`src/core/fsw_cfg.svh`:
```
// Constants for the status-word flag logic: widths, bit positions, reset values
`ifndef FSW_CFG_SVH
`define FSW_CFG_SVH

`define FSW_WIDTH        16
`define FSW_NUM_EXC      6
`define FSW_BIT_IE       0
`define FSW_BIT_DE       1
`define FSW_BIT_ZE       2
`define FSW_BIT_OE       3
`define FSW_BIT_UE       4
`define FSW_BIT_PE       5
`define FSW_BIT_SF       6
`define FSW_BIT_ES       7
`define FSW_BIT_C0       8
`define FSW_BIT_C1       9
`define FSW_BIT_C2       10
`define FSW_TOP_LO       11
`define FSW_TOP_HI       13
`define FSW_BIT_C3       14
`define FSW_BIT_BUSY     15
`define FSW_RESET_EXC    6'h00
`define FSW_RESET_COND   4'h0
`define FSW_RESET_TOP    3'h0

`endif

```
`src/core/fsw_pkg.sv`:
```
// Types shared by the status-word flag logic
package fsw_pkg;

  // Instruction classes, as they affect the condition flags
  typedef enum logic [3:0] {
    FSW_OP_NONE      = 4'h0,  // Flags untouched
    FSW_OP_COMPARE   = 4'h1,  // Ordinary / unordered / integer compare and test
    FSW_OP_COMPARE_I = 4'h2,  // Compare that writes the integer flags register
    FSW_OP_EXAMINE   = 4'h3,
    FSW_OP_PREM      = 4'h4,  // Both partial remainder forms
    FSW_OP_ARITH     = 4'h5,
    FSW_OP_TRIG      = 4'h6,
    FSW_OP_LOAD      = 4'h7,  // Load, abs, chs, stack step, exchange, extract
    FSW_OP_MISC      = 4'h8,  // Free, cw load, no-op, cw/env/status store
    FSW_OP_CLEX      = 4'h9,
    FSW_OP_INIT      = 4'hA,  // Reinitialise and state save
    FSW_OP_RESTORE   = 4'hB   // Environment load and state restore
  } fsw_op_t;

  // Sticky exception flags, bit 5 first (invalid operation ends up in bit 0)
  typedef struct packed {
    logic inexact_result_flag;
    logic underflow_flag;
    logic overflow_flag;
    logic divide_by_zero_flag;
    logic denormal_operand_flag;
    logic invalid_op_flag;
  } fsw_exc_t;

  // Condition flags in a compact order
  typedef struct packed {
    logic cond_flag_three;
    logic cond_flag_two;
    logic cond_flag_one;
    logic cond_flag_zero;
  } fsw_cond_t;

  // One completing instruction, reported by the execution pipeline
  typedef struct packed {
    logic      valid;
    fsw_op_t   op;
    fsw_exc_t  exc;          // Exceptions detected by this instruction
    logic      stack_fault;  // Stack overflow or underflow detected
    logic      stack_over;   // 1 overflow, 0 underflow
    fsw_cond_t result;       // Compare outcome, class/sign, quotient bits
    logic      round_up;
    logic      incomplete;   // Remainder reduction not finished / trig out of range
    logic [2:0] new_top;
    logic      top_we;
    logic [15:0] image;      // Status word from memory for restore
  } fsw_req_t;

  // Whole state of the flag logic
  typedef struct packed {
    fsw_exc_t   exc;
    logic       sf;
    fsw_cond_t  cond;
    logic [2:0] top;
  } fsw_state_t;

endpackage : fsw_pkg

```
`src/core/fsw_summary.sv`:
```
// Exception summary and handler request from flags and masks
`timescale 1ns/1ps
`default_nettype none
`include "fsw_cfg.svh"

module fsw_summary
  import fsw_pkg::*;
(
  input  wire logic     mclk,
  input  wire logic     resetn,
  input  wire fsw_exc_t flags,
  input  wire fsw_exc_t mask,
  output logic          summary,
  output logic          handler_req
);

  typedef struct packed {
    logic prev;
  } fsw_sum_state_t;

  fsw_sum_state_t st_q;
  fsw_sum_state_t st_d;

  // Masked flags still stand, they just cannot raise the summary
  assign summary     = |(flags & ~mask);
  // Pulse on the rising edge of the summary
  assign handler_req = summary & ~st_q.prev;

  always_comb begin
    st_d      = st_q;
    st_d.prev = summary;
  end

  always_ff @(posedge mclk) begin
    if (!resetn) begin
      st_q <= '0;
    end else begin
      st_q <= st_d;
    end
  end

endmodule : fsw_summary

`default_nettype wire

```
`src/core/fsw_flags.sv`:
```
// Floating-point status word flag logic
`timescale 1ns/1ps
`default_nettype none
`include "fsw_cfg.svh"

// Notes on behaviour
// - Six exception flags in low bits
// - Summary bit 7 from unmasked set flags
// - Masked exception sets flag, not summary
// - Summary rising raises handler request
// - Exception flags sticky until explicit clear
// - Clear-exceptions clears all exception flags
// - Init and save clear flags and conditions
// - Restore and env load overwrite from image
// - Bit 15 mirrors the summary flag
// - Compares write C0 C3 C2; C1 zero/fault
// - Integer-flag compares: C1 fault only
// - Arithmetic: C1 shows round-up or fault
// - Trig: C2 out-of-range, C1 round-up
// - Loads: C1 zero or fault
// - Misc ops may leave conditions unchanged
// - Stack fault bit 6 on overflow/underflow
// - Invalid operand alone keeps stack fault
// - With fault, C1 is overflow direction, except examine and incomplete trig
// - Stack fault cleared only by init/clex/save or restore from image
// - Stack fault also sets invalid flag
// - Examine: C1 sign, others class
// - Remainder: C2 incomplete, quotient bits
// - Top pointer in bits 11 to 13
module fsw_flags
  import fsw_pkg::*;
(
  input  wire logic        mclk,
  input  wire logic        resetn,
  input  wire fsw_req_t    req,
  input  wire fsw_exc_t    exc_mask,
  output logic [15:0]      fp_status_word,
  output logic             exception_summary_flag,
  output logic             handler_req
);

  fsw_state_t st_q;
  fsw_state_t st_d;
  logic       summary;

  // ****************************************************************
  // Summary and handler request
  // ****************************************************************
  fsw_summary u_summary (
    .mclk        (mclk),
    .resetn      (resetn),
    .flags       (st_q.exc),
    .mask        (exc_mask),
    .summary     (summary),
    .handler_req (handler_req)
  );

  assign exception_summary_flag = summary;

  // ****************************************************************
  // Next-state logic
  // ****************************************************************
  // C1 value shared by several classes: fault direction wins over the
  // class's own meaning, since a faulting instruction produced no result
  function automatic logic c1_sel(input logic fault, input logic over, input logic other);
    c1_sel = fault ? over : other;
  endfunction : c1_sel

  always_comb begin
    fsw_exc_t new_exc;
    new_exc = req.exc;
    st_d    = st_q;
    if (req.valid) begin
      if (req.stack_fault) begin
        new_exc.invalid_op_flag = 1'b1;
      end
      // Sticky accumulate; only the explicit ops below clear
      st_d.exc = st_q.exc | new_exc;
      st_d.sf  = st_q.sf | req.stack_fault;
      if (req.top_we) begin
        st_d.top = req.new_top;
      end
      unique case (req.op)
        FSW_OP_COMPARE: begin
          st_d.cond.cond_flag_zero  = req.result.cond_flag_zero;
          st_d.cond.cond_flag_two   = req.result.cond_flag_two;
          st_d.cond.cond_flag_three = req.result.cond_flag_three;
          st_d.cond.cond_flag_one   = c1_sel(req.stack_fault, req.stack_over, 1'b0);
        end
        FSW_OP_COMPARE_I: begin
          // Other flags left as they were, which is one legal undefined
          st_d.cond.cond_flag_one = c1_sel(req.stack_fault, req.stack_over,
                                           st_q.cond.cond_flag_one);
        end
        FSW_OP_EXAMINE: begin
          st_d.cond.cond_flag_zero  = req.result.cond_flag_zero;
          st_d.cond.cond_flag_two   = req.result.cond_flag_two;
          st_d.cond.cond_flag_three = req.result.cond_flag_three;
          st_d.cond.cond_flag_one   = req.result.cond_flag_one;
        end
        FSW_OP_PREM: begin
          st_d.cond.cond_flag_two = req.incomplete;
          if (!req.incomplete) begin
            st_d.cond.cond_flag_zero  = req.result.cond_flag_zero;
            st_d.cond.cond_flag_three = req.result.cond_flag_three;
          end
          st_d.cond.cond_flag_one = c1_sel(req.stack_fault, req.stack_over,
                                           req.incomplete ? st_q.cond.cond_flag_one
                                                          : req.result.cond_flag_one);
        end
        FSW_OP_ARITH: begin
          st_d.cond.cond_flag_one = c1_sel(req.stack_fault, req.stack_over,
                                           req.round_up);
        end
        FSW_OP_TRIG: begin
          st_d.cond.cond_flag_two = req.incomplete;
          if (!req.incomplete) begin
            st_d.cond.cond_flag_one = c1_sel(req.stack_fault, req.stack_over,
                                             req.round_up);
          end
        end
        FSW_OP_LOAD: begin
          st_d.cond.cond_flag_one = c1_sel(req.stack_fault, req.stack_over, 1'b0);
        end
        FSW_OP_MISC: begin
          st_d.cond = st_q.cond;
        end
        FSW_OP_CLEX: begin
          st_d.exc = `FSW_RESET_EXC;
          st_d.sf  = 1'b0;
        end
        FSW_OP_INIT: begin
          st_d.exc  = `FSW_RESET_EXC;
          st_d.sf   = 1'b0;
          st_d.cond = `FSW_RESET_COND;
          st_d.top  = `FSW_RESET_TOP;
        end
        FSW_OP_RESTORE: begin
          st_d.exc  = req.image[`FSW_NUM_EXC-1:0];
          st_d.sf   = req.image[`FSW_BIT_SF];
          st_d.cond = {req.image[`FSW_BIT_C3], req.image[`FSW_BIT_C2],
                       req.image[`FSW_BIT_C1], req.image[`FSW_BIT_C0]};
          st_d.top  = req.image[`FSW_TOP_HI:`FSW_TOP_LO];
        end
        default: begin
          st_d.cond = st_q.cond;
        end
      endcase
    end
  end

  // ****************************************************************
  // State register
  // ****************************************************************
  // One register for everything so a store sees a whole instruction
  always_ff @(posedge mclk) begin
    if (!resetn) begin
      st_q <= '0;
    end else begin
      st_q <= st_d;
    end
  end

  // ****************************************************************
  // Status word assembly
  // ****************************************************************
  always_comb begin
    fp_status_word                               = '0;
    fp_status_word[`FSW_NUM_EXC-1:0]             = st_q.exc;
    fp_status_word[`FSW_BIT_SF]                  = st_q.sf;
    fp_status_word[`FSW_BIT_ES]                  = summary;
    fp_status_word[`FSW_BIT_C0]                  = st_q.cond.cond_flag_zero;
    fp_status_word[`FSW_BIT_C1]                  = st_q.cond.cond_flag_one;
    fp_status_word[`FSW_BIT_C2]                  = st_q.cond.cond_flag_two;
    fp_status_word[`FSW_TOP_HI:`FSW_TOP_LO]      = st_q.top;
    fp_status_word[`FSW_BIT_C3]                  = st_q.cond.cond_flag_three;
    fp_status_word[`FSW_BIT_BUSY]                = summary;
  end

endmodule : fsw_flags

`default_nettype wire

```
`config.mk`:
```
export PLATFORM = sky130hd
export DESIGN_NAME = fsw_flags
export DESIGN_NICKNAME = d
export VERILOG_FILES = /design/src/core/fsw_pkg.sv /design/src/core/fsw_summary.sv /design/src/core/fsw_flags.sv
export VERILOG_INCLUDE_DIRS = /design/src /design/src/core
export SDC_FILE = /design/constraint.sdc
export NUM_CORES = 1
export LEC_CHECK = 0
export BUFFER_PORTS_ARGS = -buffer_cell sky130_fd_sc_hd__buf_2
export CORE_MARGIN = 3
export CORE_UTILIZATION = 49
export CTS_BUF_LIST = sky130_fd_sc_hd__clkbuf_4 sky130_fd_sc_hd__clkbuf_8
export DETAILED_ROUTE_END_ITERATION = 10
export GPL_TIMING_DRIVEN = 0
export PLACE_DENSITY = 0.88
export SLEW_MARGIN = 10
export SYNTH_ARGS = -nofsm -noshare
export SYNTH_HDL_FRONTEND = slang
export SYNTH_HIERARCHICAL = 1
export SYNTH_SLANG_ARGS = --single-unit
```
`constraint.sdc`:
```
create_clock -name mclk -period 2.1 [get_ports mclk]
set_input_delay 0 -clock mclk [delete_from_list [all_inputs] [get_ports mclk]]
set_output_delay 0 -clock mclk [all_outputs]
set_load 0.03 [all_outputs]
```
==> impl_metrics.tcl <==
set metrics [dict create \
    ff2ff_setup_slack_ns 1.02 \
    hp-start "req[1]" \
    initial_utilization 0.547 \
    synth_sequential_area_ratio 0.266 \
    grt_first_pass_wirelength_um 4860 \
    drtIter0Drc 31 \
    syn_to_final_growth_pct 33.1 \
    finalHoldViolations 0 \
    globalRouteTotalUtil 0.226 \
    ctsResizeCount 0 \
    fmaxAchievable_mhz 628 \
    max-slew-margin-rel 0.630 \
    grt_antenna_before_repair 0 \
    finalWeightedCongestion 0.901 \
    syn_area_per_cell_um2 8.00 \
    tns_ns 0 \
    fp.dieArea_um2 2910 \
    route.vias.total 1297 \
    htree_num_levels 1 \
    fin_worst_hold_slack_ns 0.0242 \
    grt_overflow 0 \
    synth-seq-cells 15 \
    synthesis.nets 188 \
    status "completed" \
    post_synth_num_cell_types 40 \
    worst_r2r_path_depth 3 \
    mappedNetlistArea_um2 1130 \
    cts_max_path_buffers 2 \
    clock_latency_ns 0.28 \
    die_width_um 54.0 \
    grt_setup_unrepaired "false" \
    first_global_vias 1121 \
    synth_edf_count 0 \
    timing.hold.worst_path_depth 3 \
    timing_worst_slew_pin_value_ns 0.553 \
    yosysWarnings 6 \
    number_of_instances_in_the_synthesized_netlist 141 \
    setup_viol_count_final 0 \
    design.core.area_um2 2060 \
    worst_hold_path_type "in2reg" \
    drv_cap 0 \
    die_y_um 54.0 \
    dpl-instance-area_um2 1460 \
    postLayoutCellArea_um2 1500 \
    vias_per_cell 5.57 \
    ctsHoldBuffers 1 \
    clock_skew_ns 0.000894 \
    insertedDiodeCount 0 \
    critPathKind "reg2out" \
    cell_by_cell_listing_of_the_critical_path "nor2b_4 > a2111oi_4 > nand2_1 > buf_4 > buf_2" \
    route.detailed.drc 0 \
    cts-buffers-inserted 3 \
    drt_first_pass_iters 4 \
    total_leakage_power_nw 0.793 \
    synthArstFlopShare 0 \
    cp_slowest_cell "sky130_fd_sc_hd__a2111oi_4" \
    avgRoutedWirePerCell_um 13.6 \
    place_hpwl_um 2470 \
    crit_path_end_kind "output pin" \
    whs_endpoint "fp_status_word[1]" \
    critical_path_required_ns 2.10 \
    placementRows 16 \
    setup.worst_path.start_class "register" \
    cp_max_fo 4 \
    grt_max_degree 11 \
    rr_startpoint "fp_status_word[0]" \
    power_density_nw_per_um2 532 \
    tritoncts_num_sinks 15 \
    worstSetupStartpoint "fp_status_word[0]" \
    slew_violations 0 \
    root_buffer "sky130_fd_sc_hd__clkbuf_4" \
    tritoncts_clock_tree "done" \
    post-cts-setup-buffer-count 0 \
    synth_flop_cell "sky130_fd_sc_hd__dfxtp_1" \
    route.final.wire_length_um 3170 \
    r2r_end "u_summary/st_q" \
    route.antenna.remaining_nets 0 \
    port_buffers 60 \
    critPathMaxStageDelay_ns 0.36 \
    pin_count 65 \
    clkSlewWorstSetupHoldPaths_ns 0.09 \
    final_layout_size_suffix_gt1_frac 0.393 \
    arrival_ns 1.59 \
    vdd_drop_max_v 0.000374 \
    final.min_clock_period_ns 1.59 \
    final_worst_path_cycle_share 0.758 \
    fin_nets 254 \
]
-- area by class of cell --
class                   instances  area (um2)
plain buffers                  11        87.6
clock buffers                   4        30.0
fillers                       179         559
inverters                       6        22.5
multi-input cells             109         718
flip-flops and latches         15         300
well taps                      27        33.8
repair buffers                 61         310
-- routing by layer --
layer | wire (um) | global-route usage
met1 | 1310 | 0.291
met2 | 1590 | 0.389
met3 | 263 | 0.0332
met4 | 10 | 0.0622
met5 | 0 | 0
-- how the worst max path moves through the flow --
stage                               to  slack (ns)  depth (start not counted)
floorplan           fp_status_word[15]        0.65                          4
CTS                 fp_status_word[15]        0.50                          5
detailed placement  fp_status_word[12]        0.80                          6
global route         fp_status_word[7]        0.44                          5
finish              fp_status_word[15]        0.51                          5
global placement    fp_status_word[11]        0.84                          6
-- placed cells by master (no fill, tap or decap), types with 4 or more instances in the layout --
cell type,count
sky130_fd_sc_hd__nor2b_1,5
sky130_fd_sc_hd__mux2i_1,4
sky130_fd_sc_hd__clkbuf_4,4
sky130_fd_sc_hd__a21o_1,6
sky130_fd_sc_hd__nand3_1,5
sky130_fd_sc_hd__buf_2,62
sky130_fd_sc_hd__nand4_1,4
sky130_fd_sc_hd__inv_1,6
sky130_fd_sc_hd__nand2_1,12
sky130_fd_sc_hd__o21ai_0,9
sky130_fd_sc_hd__a21oi_1,22
sky130_fd_sc_hd__dfxtp_1,15
-- metrics by stage --
step | setup WS [ns] | cells | utilization | power [mW]
after floorplan | 0.648 | 141 | - | 0.518
after global placement | 0.844 | 228 | 0.709 | 0.610
after detailed placement | 0.799 | 228 | 0.709 | 0.620
after CTS | 0.504 | 233 | 0.729 | 0.803
after global routing | 0.440 | 233 | 0.729 | 0.841
final | 0.509 | 233 | 0.729 | 0.799
-- cells in the mapped netlist, types with 3 or more instances --
| master | number | area (um2) |
|---|---|---|
| sky130_fd_sc_hd__nand2_1 | 12 | 45.0 |
| sky130_fd_sc_hd__nor2_1 | 3 | 11.3 |
| sky130_fd_sc_hd__nor3b_1 | 3 | 22.5 |
| sky130_fd_sc_hd__o211a_1 | 3 | 30.0 |
| sky130_fd_sc_hd__nor3b_2 | 3 | 37.5 |
| sky130_fd_sc_hd__inv_1 | 6 | 22.5 |
| sky130_fd_sc_hd__o21ai_0 | 9 | 45.0 |
| sky130_fd_sc_hd__buf_6 | 3 | 33.8 |
| sky130_fd_sc_hd__nand3_1 | 5 | 25.0 |
| sky130_fd_sc_hd__nand4_1 | 4 | 25.0 |
| sky130_fd_sc_hd__dfxtp_1 | 15 | 300 |
| sky130_fd_sc_hd__nor2b_1 | 5 | 31.3 |
| sky130_fd_sc_hd__a21o_1 | 6 | 45.0 |
| sky130_fd_sc_hd__buf_4 | 3 | 22.5 |
| sky130_fd_sc_hd__a21oi_1 | 22 | 110 |
| sky130_fd_sc_hd__mux2i_1 | 4 | 40.0 |
-- cells by family (layout without fill, tap and decap cells) --
kind of cell,Yosys count,count (layout),share of synthesized area
XOR/XNOR,1,1,0.00776
flip-flops,15,15,0.266
AO/OA/AOI/OAI,52,52,0.298
multiplexers,4,4,0.0355
buffers and inverters,17,82,0.0976
AND/OR/NAND/NOR,52,52,0.295
-- registers in the layout, indices dropped and copies added (netlist names) --
signal / cells
fp_status_word: 14
u_summary/st_q: 1
-- report_power, final --
group          leakage (nW)  internal, mW  switching (mW)
Combinational         0.651         0.127           0.172
Sequential            0.124         0.305          0.0121
Clock                0.0184        0.0866          0.0971
Total                 0.793         0.518           0.281
-- critical path: cells and delay by family, from the launching register on --
family | cells | cell delay, ns
simple gates | 2 | 0.28
buf+inv | 2 | 0.31
compound gates | 1 | 0.36
flops | 1 | 0.35
Power figures use the tool's default switching activity.
